[src/lrc_pkg.sv]
// constants, register map and carrier types of the link error-rate counters
package lrc_pkg;
    localparam int          CLK_PERIOD_NS = 5;
    localparam int          TICK_TIME_NS  = 1000;
    localparam int          TICK_CYCLES   = TICK_TIME_NS / CLK_PERIOD_NS;
    localparam int          TICK_CNT_W    = $clog2(TICK_CYCLES);
    localparam logic [TICK_CNT_W-1:0] TICK_LAST =
        TICK_CNT_W'(TICK_CYCLES - 1);

    localparam int          ADDR_W        = 12;
    localparam logic [ADDR_W-1:0] OFS_CTRL     = 12'h560;
    localparam logic [ADDR_W-1:0] OFS_STATUS   = 12'h564;
    localparam logic [ADDR_W-1:0] OFS_THRESH   = 12'h568;
    localparam logic [ADDR_W-1:0] OFS_COUNT    = 12'h56c;
    localparam logic [ADDR_W-1:0] OFS_IRQ_STAT = 12'h570;
    localparam logic [ADDR_W-1:0] OFS_IRQ_MASK = 12'h574;

    localparam int          ERR_W         = 8;
    localparam int          WIN_W         = 24;
    localparam int          IRQ_W         = 2;
    localparam logic [ERR_W-1:0] ERR_MAX     = 8'hff;
    localparam logic [WIN_W-1:0] WIN_MAX     = 24'hff_ffff;
    localparam logic [ERR_W-1:0] THR_RESET   = 8'hff;
    localparam logic [WIN_W-1:0] PERIOD_RESET = 24'hff_ffff;
    localparam logic        TYPE_CRC      = 1'h0;
    localparam logic        TYPE_RECOVERY = 1'h1;
    localparam int          IRQ_UNRELIABLE = 0;
    localparam int          IRQ_WINDOW     = 1;

    typedef struct packed {
        logic             error_type;
        logic             enable;
    } lrc_ctrl_t;

    typedef struct packed {
        logic [WIN_W-1:0] window_elapsed_us;
        logic [ERR_W-1:0] error_tally;
    } lrc_count_t;

    typedef struct packed {
        logic [WIN_W-1:0] period;
        logic [ERR_W-1:0] error_threshold;
    } lrc_thresh_t;
endpackage

[src/lrc_counters.sv]
// link reliability monitor: error and window counters with apb registers
//
// Notes on behaviour
// RULE_01: error tally counts errors, saturates at max
// RULE_02: window count twenty-four bits, saturates at max
// RULE_03: window count advances once per microsecond
// RULE_04: retrain request or detect clears error tally
// RULE_05: retrain request or detect clears window
// RULE_06: enable rising edge clears both counts
// RULE_07: unreliable link freezes both counts
// RULE_08: window equals period restarts error tally
// RULE_09: window equals period restarts window count
// RULE_10: counts run even while monitoring disabled
// RULE_11: sticky write-one-clear flag when tally reaches threshold
// RULE_12: error type selects crc or recovery events
// RULE_13: threshold and period registers with full defaults
// RULE_14: enable bit turns monitoring on and off
// RULE_15: divider makes one-cycle microsecond tick
// RULE_16: one error counted per cycle at most
`timescale 1ns/1ps
`default_nettype none
module lrc_counters
    import lrc_pkg::*;
(
    // clock and reset
    input  wire logic              CORE_CLK,
    input  wire logic              RESET,
    // apb slave
    input  wire logic              PSEL,
    input  wire logic              PENABLE,
    input  wire logic              PWRITE,
    input  wire logic [ADDR_W-1:0] PADDR,
    input  wire logic [31:0]       PWDATA,
    output logic [31:0]            PRDATA,
    output logic                   PREADY,
    output logic                   PSLVERR,
    // link events
    input  wire logic              LINK_RETRAIN_REQUEST,
    input  wire logic              LINK_IN_DETECT,
    input  wire logic              CRC_ERROR_PULSE,
    input  wire logic              RECOVERY_ENTRY_PULSE,
    // interrupt
    output logic                   IRQ
);

    lrc_ctrl_t                ctrl_q, ctrl_d;
    logic                     enable_prev_q;
    logic                     flag_q, flag_d;
    lrc_thresh_t              thr_q, thr_d;
    lrc_count_t               cnt_q, cnt_d;
    logic [IRQ_W-1:0]         istat_q, istat_d;
    logic [IRQ_W-1:0]         imask_q, imask_d;
    logic [31:0]              rdata_q, rdata_d;
    logic [TICK_CNT_W-1:0]    div_q, div_d;
    logic                     tick;
    logic                     clear_all;
    logic                     win_hit;
    logic                     err_event;
    logic                     setup;
    logic                     wr_acc;
    logic                     rd_acc;
    logic                     mapped;
    logic [IRQ_W-1:0]         events;

    function automatic logic is_mapped(input logic [ADDR_W-1:0] a);
        return a == OFS_CTRL || a == OFS_STATUS || a == OFS_THRESH ||
               a == OFS_COUNT || a == OFS_IRQ_STAT || a == OFS_IRQ_MASK;
    endfunction

    function automatic logic [31:0] read_mux(input logic [ADDR_W-1:0] a);
        logic [31:0] v;
        v = '0;
        unique case (a)
            OFS_CTRL:     v = {30'h0, ctrl_q};
            OFS_STATUS:   v = {31'h0, flag_q};
            OFS_THRESH:   v = thr_q;
            OFS_COUNT:    v = cnt_q;
            OFS_IRQ_STAT: v = {30'h0, istat_q};
            OFS_IRQ_MASK: v = {30'h0, imask_q};
            default:      v = '0;
        endcase
        return v;
    endfunction

    // bus decode; zero wait states
    assign mapped  = is_mapped(PADDR);
    assign setup   = PSEL && !PENABLE;
    assign wr_acc  = PSEL && PENABLE && PWRITE && mapped;
    assign rd_acc  = PSEL && PENABLE && !PWRITE && mapped;
    assign PREADY  = 1'b1;
    assign PSLVERR = PSEL && PENABLE && !mapped;
    assign PRDATA  = rdata_q;
    assign IRQ     = |(istat_q & imask_q);

    // microsecond divider
    always_comb begin
        div_d = (div_q == TICK_LAST) ? '0 : div_q + 1'b1; // RULE_15
    end

    always_ff @(posedge CORE_CLK or posedge RESET) begin
        if (RESET) begin
            div_q <= '0;
        end else begin
            div_q <= div_d;
        end
    end
    assign tick = (div_q == TICK_LAST); // RULE_15 RULE_03

    // event select, at most one per cycle
    assign err_event = (ctrl_q.error_type == TYPE_RECOVERY) ?
                       RECOVERY_ENTRY_PULSE : CRC_ERROR_PULSE; // RULE_12 RULE_16
    assign clear_all = LINK_RETRAIN_REQUEST || LINK_IN_DETECT ||
                       (ctrl_q.enable && !enable_prev_q); // RULE_04 RULE_05 RULE_06
    assign win_hit   = (cnt_q.window_elapsed_us == thr_q.period);

    // counters
    always_comb begin
        cnt_d = cnt_q;
        if (clear_all) begin
            cnt_d = '0; // RULE_04 RULE_05 RULE_06
        end else if (flag_q) begin
            cnt_d = cnt_q; // RULE_07
        end else if (win_hit) begin
            cnt_d = '0; // RULE_08 RULE_09
        end else begin
            // counting does not look at the enable bit
            if (err_event && cnt_q.error_tally != ERR_MAX) begin
                cnt_d.error_tally = cnt_q.error_tally + 1'b1; // RULE_01 RULE_10
            end
            if (tick && cnt_q.window_elapsed_us != WIN_MAX) begin
                cnt_d.window_elapsed_us =
                    cnt_q.window_elapsed_us + 1'b1; // RULE_02 RULE_03
            end
        end
    end

    always_ff @(posedge CORE_CLK or posedge RESET) begin
        if (RESET) begin
            cnt_q <= '0;
        end else begin
            cnt_q <= cnt_d;
        end
    end

    // unreliable flag, set beats write-one clear
    always_comb begin
        flag_d = flag_q;
        if (wr_acc && PADDR == OFS_STATUS && PWDATA[0]) begin
            flag_d = 1'b0;
        end
        if (ctrl_q.enable &&
            cnt_q.error_tally >= thr_q.error_threshold) begin
            flag_d = 1'b1; // RULE_11
        end
    end

    always_ff @(posedge CORE_CLK or posedge RESET) begin
        if (RESET) begin
            flag_q <= 1'b0;
        end else begin
            flag_q <= flag_d;
        end
    end

    // control, threshold and mask writes
    always_comb begin
        ctrl_d  = ctrl_q;
        thr_d   = thr_q;
        imask_d = imask_q;
        if (wr_acc) begin
            unique case (PADDR)
                OFS_CTRL:     ctrl_d  = lrc_ctrl_t'(PWDATA[1:0]); // RULE_14
                OFS_THRESH:   thr_d   = PWDATA; // RULE_13
                OFS_IRQ_MASK: imask_d = PWDATA[IRQ_W-1:0];
                default:      ;
            endcase
        end
    end

    always_ff @(posedge CORE_CLK or posedge RESET) begin
        if (RESET) begin
            ctrl_q        <= '0;
            enable_prev_q <= 1'b0;
            thr_q         <= '{period: PERIOD_RESET,
                               error_threshold: THR_RESET}; // RULE_13
            imask_q       <= '0;
        end else begin
            ctrl_q        <= ctrl_d;
            enable_prev_q <= ctrl_q.enable; // RULE_06
            thr_q         <= thr_d;
            imask_q       <= imask_d;
        end
    end

    // interrupt status, read clears only what the read returned
    always_comb begin
        events = '0;
        events[IRQ_UNRELIABLE] = flag_d && !flag_q;
        events[IRQ_WINDOW]     = win_hit && !clear_all && !flag_q;
        istat_d = istat_q;
        if (rd_acc && PADDR == OFS_IRQ_STAT) begin
            istat_d = istat_q & ~rdata_q[IRQ_W-1:0];
        end
        istat_d = istat_d | events;
    end

    always_ff @(posedge CORE_CLK or posedge RESET) begin
        if (RESET) begin
            istat_q <= '0;
        end else begin
            istat_q <= istat_d;
        end
    end

    // read data latched in the setup cycle
    always_comb begin
        rdata_d = rdata_q;
        if (setup) begin
            rdata_d = (!PWRITE) ? read_mux(PADDR) : '0;
        end
    end

    always_ff @(posedge CORE_CLK or posedge RESET) begin
        if (RESET) begin
            rdata_q <= '0;
        end else begin
            rdata_q <= rdata_d;
        end
    end
endmodule
`default_nettype wire

[config.mk]
export PLATFORM = sky130hd
export DESIGN_NAME = lrc_counters
export DESIGN_NICKNAME = d
export VERILOG_FILES = /design/src/lrc_pkg.sv /design/src/lrc_counters.sv
export SDC_FILE = /design/constraint.sdc
export NUM_CORES = 1
export LEC_CHECK = 0
export ABC_AREA = 1
export BUFFER_PORTS_ARGS = -buffer_cell sky130_fd_sc_hd__buf_2
export CORE_MARGIN = 2
export CORE_UTILIZATION = 40
export DETAILED_ROUTE_END_ITERATION = 12
export PLACE_DENSITY = 0.65
export SYNTH_ARGS = -nofsm -noshare
export SYNTH_HDL_FRONTEND = slang
export SYNTH_SLANG_ARGS = --single-unit
[constraint.sdc]
create_clock -name CORE_CLK -period 2.8 [get_ports CORE_CLK]
set_clock_uncertainty 0.05 [all_clocks]
set_input_delay 0.14 -clock CORE_CLK [delete_from_list [all_inputs] [get_ports CORE_CLK]]
set_output_delay 0.14 -clock CORE_CLK [all_outputs]
set_load 0.03 [all_outputs]
==> flow_metrics.env, run 1 <==
export IMPL_rsz0062_at_grt="no"
export IMPL_tritoncts="yes"
export IMPL_place_gp_congestion=0.909
export IMPL_core_mm2=0.0158
export IMPL_dpl_cell_count=1126
export IMPL_post_synth_cell_area_avg_um2=7.65
export IMPL_antenna_left=0
export IMPL_holdPathStages=3
export IMPL_cellPowerDensity_mw_per_mm2=432
export IMPL_n_antenna_cell=0
export IMPL_ios=88
export IMPL_drt_pass1_iter_count=5
export IMPL_fin_cells=1173
export IMPL_area_delta_synth_final_pct=19.9
export IMPL_worst_pin_slew_ns=0.659
export IMPL_routedWlPerCell_um=13.5
export IMPL_post_route_period_util=0.844
export IMPL_grt_max_degree=94
export IMPL_critical_path_class="flip-flop to flip-flop"
export IMPL_path_clk_slew_ns=0.08
export IMPL_cts_root_buf="clkbuf_16"
export IMPL_die_w_um=131
export IMPL_outcome="completed"
export IMPL_timing_max_slew_rel_slack=0.561
export IMPL_antenna_found_initial=0
export IMPL_hold_path_class="primary input to flip-flop"
export IMPL_grt_pass1_wl_mm=26.5
export IMPL_period_needed_ns=2.36
export IMPL_yosysSeqAreaShare=0.441
export IMPL_worst_path_max_fanout=13
export IMPL_nets=1016
export IMPL_port_buffers=86
export IMPL_grt_pass1_vias=5544
export IMPL_clock_sinks=112
export IMPL_netlist_top_cells_count="nand2_1 (262), inv_1 (108), nor2_1 (93), dfrtp_1 (80), nand3_1 (78)"
export IMPL_async_flop_share=1.00
export IMPL_drc=0
export IMPL_start_util=0.407
export IMPL_dpl_cell_area_mm2=0.00706
export IMPL_die_area_mm2=0.0171
export IMPL_end_kind="flip-flop"
export IMPL_h_tree_depth=3
export IMPL_fmax_mhz=423
export IMPL_ir_drop_mv=0.274
export IMPL_required_ns=3.00
export IMPL_yosys_area_top_type_share=0.311
export IMPL_vias=5651
export IMPL_routed_wl_mm=15.8
export IMPL_fin_area_mm2=0.00772
export IMPL_core_rowCount=46
export IMPL_final_util=0.488
export IMPL_cp_start_kind="flip-flop"
export IMPL_synth_largest_area_cell="dfrtp_1"
export IMPL_yosys_warnings=0
export IMPL_overflow=0
export IMPL_power_mw=3.33
export IMPL_via_per_inst=4.82
export IMPL_synth_distinct_cells=38
export IMPL_fin_ws_ns=0.437
export IMPL_pre_cts_ws_ns=0.463
export IMPL_reg2reg_depth=9
export IMPL_syn_instance_count=842
export IMPL_insertion_delay_ns=0.36
export IMPL_cp_data_arrival_time_ns=2.56
export IMPL_finalSetupViolations=0
export IMPL_drive_above_1_share=0.193
export IMPL_slew_violations=0
export IMPL_dpl_hpwl_mm=11.2
export IMPL_hold_violations=0
export IMPL_synth_edf_count=0
export IMPL_setup_tns_ns=0
export IMPL_grt_use_total=0.196
export IMPL_whs_ns=0.0360
export IMPL_synth_area_leaders="dfrtp_1 (31%), nand2_1 (15%), dfstp_2 (13%)"
export IMPL_ys_seq_elements=112
export IMPL_clockBufferDepth=2
export IMPL_synth_main_ff_cell="dfrtp_1"
export IMPL_first_iter_violations=427
export IMPL_fp_dieH_um=131
export IMPL_syn_num_nets=906
export IMPL_cap_violations=0
export IMPL_numCtsBuffers=9
export IMPL_syn_area_mm2=0.00644
export IMPL_cts_resized=0
export IMPL_p_leak_nw=3.86
export IMPL_synth_most_common_cell="nand2_1"
## state kept, by name, indices dropped and copies added (netlist names)
register       cells
PRDATA            32
cnt_q             32
ctrl_q             2
div_q              8
enable_prev_q      1
flag_q             1
imask_q            2
istat_q            2
thr_q             32
## placed cells by master, fill, tap and decap left out, types with 2 or more instances in the layout
master         Yosys  layout
buf_2              8      86
bufinv_16          0       3
nand3b_1           3       3
xor2_1             5       5
inv_1            108     107
o21ai_0           33      33
clkinvlp_4         0       2
mux2_2             5       5
nand4_1            8       8
buf_4              2       5
o22ai_1           26      26
dlygate4sd3_1      0      31
nand3_1           78      78
a21oi_1           11      11
nand2_2            3       3
nor2_1            93      92
clkbuf_16          0       9
dfrtp_1           80      80
inv_2              2       2
ha_1              11      11
inv_6              0       2
mux2_4            26      26
nor3_1            15      15
nand2_1          262     262
and3_1             2       2
nor2_2             2       3
dfstp_2           32      32
## power breakdown
group	leakage, nW	switching [mW]	internal, mW	total, mW
combinational	2.26	0.104	0.0719	0.176
clock	0.169	0.648	0.889	1.54
sequential	1.42	0.00121	1.62	1.62
## worst max-delay path, stage by stage (launching register included)
cell and delay [ns]:
dfrtp_1 0.41, inv_1 0.07, o21ai_2 0.25, nor2_1 0.11
inv_1 0.31, nand3_1 0.36, inv_1 0.43, nand3_1 0.12
nand2_1 0.10, nor2_1 0.04
## cell type report
class                   count  area [µm²]
repair buffers            123         798
fillers                  1558        8110
clock inverters             7         126
clock buffers               9         225
flip-flops and latches    112        2840
well taps                 216         270
multi-input cells         595        3040
inverters                 111         420
## path summary, 6_finish.rpt
check,endpoint,slack [ns],from
worst min register to register,enable_prev_q,0.41,ctrl_q[0]
max in group asynchronous,thr_q[23],1.57,RESET
worst min-delay path,thr_q[0],0.04,PWDATA[0]
min in group asynchronous,PRDATA[15],0.29,RESET
worst max-delay path,cnt_q[12],0.44,ctrl_q[0]
worst max register to register,cnt_q[12],0.44,ctrl_q[0]
## timing repair
action | CTS | global route
hold endpoints to repair | 40 | 0
setup buffers | 0 | 0
hold buffers | 31 | 0
## cells by family (layout without fill, tap and decap cells)
group,Yosys count,count (layout),synth area share
AO/OA/AOI/OAI,75,75,0.0660
XOR/XNOR,6,6,0.00816
adder cells (fa/ha/maj),11,11,0.0214
buffers and inverters,135,250,0.0876
flip-flops,112,112,0.441
multiplexers,31,31,0.0693
other,1,1,0.000582
AND/OR/NAND/NOR,471,471,0.306
## metal layers
layer / routed length, µm / track usage / vias to the layer above
met5: 0 / 0 / -
met3: 535 / 0.0371 / 15
li1: - / - / 2903
met1: 7660 / 0.265 / 2640
met4: 223 / 0.0544 / 0
met2: 7400 / 0.324 / 93
No activity file was read; power rests on OpenSTA's default activity.
==> inputs of run 2 (changes only) <==
Settings changed: ABC_AREA 1 to 0, PLACE_DENSITY 0.65 to 0.66.
Clock period 2.8 ns to 2.1 ns, I/O delays scaled along.
==> run 2 against run 1 <==
  * The run now ends with negative setup slack left
  * Area after synthesis down 11%
  * Fmax up 6.2%
  * Final cell count down 22%
  * Clock-buffer cell count up 2
  * Sequential power up 33%
  * Flip-flop and latch count unchanged
  * Critical path depth down 2
  * Clock power up 8%
  * First-iteration DRC count down 16%
  * Sequential share of layout area up 0.31 points
  * Via count down 14%
  * Global-route usage up 0.35 points
  * Critical path type unchanged
==> flow_metrics.env, run 2 <==
export IMPL_die_w_um=124
export IMPL_regArea_mm2=0.00284
export IMPL_slew_violations=0
export IMPL_overflow=0
export IMPL_crit_family="simple AND/OR/NAND/NOR gates"
export IMPL_cp_data_arrival_time_ns=2.42
export IMPL_insertion_delay_ns=0.35
export IMPL_fp_dieH_um=124
export IMPL_yosys_warnings=0
export IMPL_period_needed_ns=2.23
export IMPL_drt_pass1_iter_count=5
export IMPL_clockBufferDepth=2
export IMPL_finalSetupViolations=17
export IMPL_clock_sinks=112
export IMPL_drive_above_1_share=0.373
export IMPL_critical_path_class="flip-flop to flip-flop"
export IMPL_cellPowerDensity_mw_per_mm2=527
export IMPL_async_flop_share=1.00
export IMPL_rsz0062_at_grt="yes"
export IMPL_dpl_hpwl_mm=10.5
export IMPL_place_gp_congestion=0.867
export IMPL_fmax_mhz=449
export IMPL_start_util=0.411
export IMPL_worst_path_max_fanout=7
export IMPL_post_route_period_util=1.06
export IMPL_syn_area_mm2=0.00573
export IMPL_yosys_area_top_type_share=0.349
export IMPL_grt_use_total=0.200
export IMPL_n_fill_cell=1174
export IMPL_nets=797
export IMPL_antenna_found_initial=0
export IMPL_syn_num_nets=627
export IMPL_cts_root_buf="clkbuf_16"
export IMPL_numCtsBuffers=9
export IMPL_multi_input_area_mm2=0.00286
export IMPL_vias=4864
export IMPL_pre_cts_ws_ns=-0.117
export IMPL_grt_max_degree=74
export IMPL_n_antenna_cell=0
export IMPL_syn_instance_count=563
export IMPL_netlist_top_cells_count="dfrtp_1 (80), nand2_1 (78), o21ai_0 (45), nor2_1 (42), xnor2_1 (34)"
export IMPL_routed_wl_mm=15.0
export IMPL_antenna_left=0
export IMPL_cp_slowest_cell="or4b_4"
export IMPL_port_buffers=86
export IMPL_final_cell_mix="buf_2 (87), dfrtp_1 (80), nand2_1 (75), buf_4 (67), o21ai_0 (44)"
export IMPL_synth_largest_area_cell="dfrtp_1"
export IMPL_worstPathCellList="ha_4 > nand4b_4 > or4b_4 > a2111o_4 > nor3_2 > xnor2_1 > nor2_2"
export IMPL_max_stage_delay_ns=0.54
export IMPL_synth_most_common_cell="dfrtp_1"
export IMPL_routedWlPerCell_um=16.3
export IMPL_grt_pass1_vias=4698
export IMPL_fin_ws_ns=-0.125
export IMPL_cp_start_kind="flip-flop"
export IMPL_grt_pass1_wl_mm=23.7
export IMPL_synth_edf_count=0
export IMPL_cap_violations=0
export IMPL_core_mm2=0.0139
export IMPL_timing_max_slew_rel_slack=0.658
export IMPL_end_kind="flip-flop"
export IMPL_worst_pin_slew_ns=0.513
export IMPL_ir_drop_mv=0.333
export IMPL_ios=88
export IMPL_p_leak_nw=3.49
export IMPL_post_synth_cell_area_avg_um2=10.2
export IMPL_synth_distinct_cells=53
export IMPL_outcome="finished, violations left"
export IMPL_h_tree_depth=3
export IMPL_yosysSeqAreaShare=0.496
export IMPL_required_ns=2.29
export IMPL_final_util=0.549
export IMPL_tritoncts="yes"
export IMPL_synth_main_ff_cell="dfrtp_1"
export IMPL_hold_violations=0
export IMPL_ys_seq_elements=112
export IMPL_area_delta_synth_final_pct=33.5
export IMPL_path_clk_slew_ns=0.08
export IMPL_hold_path_class="primary input to flip-flop"
export IMPL_first_iter_violations=359
export IMPL_synth_area_leaders="dfrtp_1 (35%), dfstp_2 (15%), mux2_2 (5.7%)"
export IMPL_drc=0
export IMPL_layout_commonest_cell="buf_2"
export IMPL_crit_buf_inv=0
export IMPL_core_rowCount=43
export IMPL_violations="negative setup slack"
export IMPL_via_per_inst=5.30
export IMPL_die_area_mm2=0.0153
-- run 2: cell count changes in the layout (fill, tap and decap cells not counted), sizes merged, moves of 12 or more --
cell   change
a22oi     +31
buf       +69
inv       -91
nand2    -188
nand3     -66
nor2      -48
nor3      -12
o21ai     +12
o22ai     -25
xnor2     +33
xor2      +13
-- run 2: what timing repair did --
action / in CTS / in global routing
endpoints found under the setup margin: 32 / 30
hold buffers: 33 / 0
hold endpoints to repair: 114 / 0
resized for setup: 11 / 20
buffers inserted: 3 / 5
cloned: 1 / 1
pin swaps: 7 / 21
-- run 2: path summary, 6_finish.rpt --
| path | from | end | slack (ns) | depth (start not counted) |
|---|---|---|---|---|
| worst max-delay path | div_q[1] | cnt_q[27] | -0.13 | 7 |
| worst min-delay path | PWDATA[0] | ctrl_q[0] | 0.01 | 2 |
| worst max register to register | div_q[1] | cnt_q[27] | -0.13 | 7 |
| worst min register to register | PRDATA[21] | PRDATA[21] | 0.43 | 2 |
| max in group asynchronous | RESET | thr_q[7] | 1.19 | 4 |
| min in group asynchronous | RESET | PRDATA[30] | 0.34 | 4 |
-- run 2: cell families after synthesis --
family,share of synthesized area
AO/OA/AOI/OAI,0.131
XOR/XNOR,0.0794
adder cells (fa/ha/maj),0.0240
buffers and inverters,0.0378
flip-flops,0.496
multiplexers,0.0661
other,0.000654
AND/OR/NAND/NOR,0.165
-- run 2: layout make-up --
type	instances	area share
clock inverters	5	0.00605
well taps	180	0.0294
repair buffers	194	0.181
inverters	17	0.00883
flip-flops and latches	112	0.371
multi-input cells	399	0.373
clock buffers	11	0.0304
-- run 2: report_power, final --
part,switching [mW],internal (mW)
Sequential,0.000939,2.16
Clock,0.830,0.834
Combinational,0.110,0.102
-- run 2: per-stage QoR --
step | total power [mW] | area [µm²] | std cells | hold WS [ns] | TNS (ns)
final | 4.04 | 7650 | 918 | 0.0143 | -0.943
after detailed placement | 2.37 | 6820 | 859 | 0.204 | -0.928
after floorplan | 2.28 | 5770 | 563 | 0.156 | -0.129
after CTS | 4.07 | 7500 | 912 | 0.00471 | -0.790
after global placement | 2.36 | 6820 | 859 | 0.200 | -0.786
after global routing | 4.19 | 7650 | 918 | 0.00380 | -3.18
-- run 2: layer usage --
layer / GRT usage / share of wire / up-vias
met3: 0.0275 / 0.062 / 20
met2: 0.317 / 0.47 / 169
li1: - / - / 2304
met4: 0.0597 / 0.015 / 0
met5: 0 / 0 / -
met1: 0.285 / 0.45 / 2371
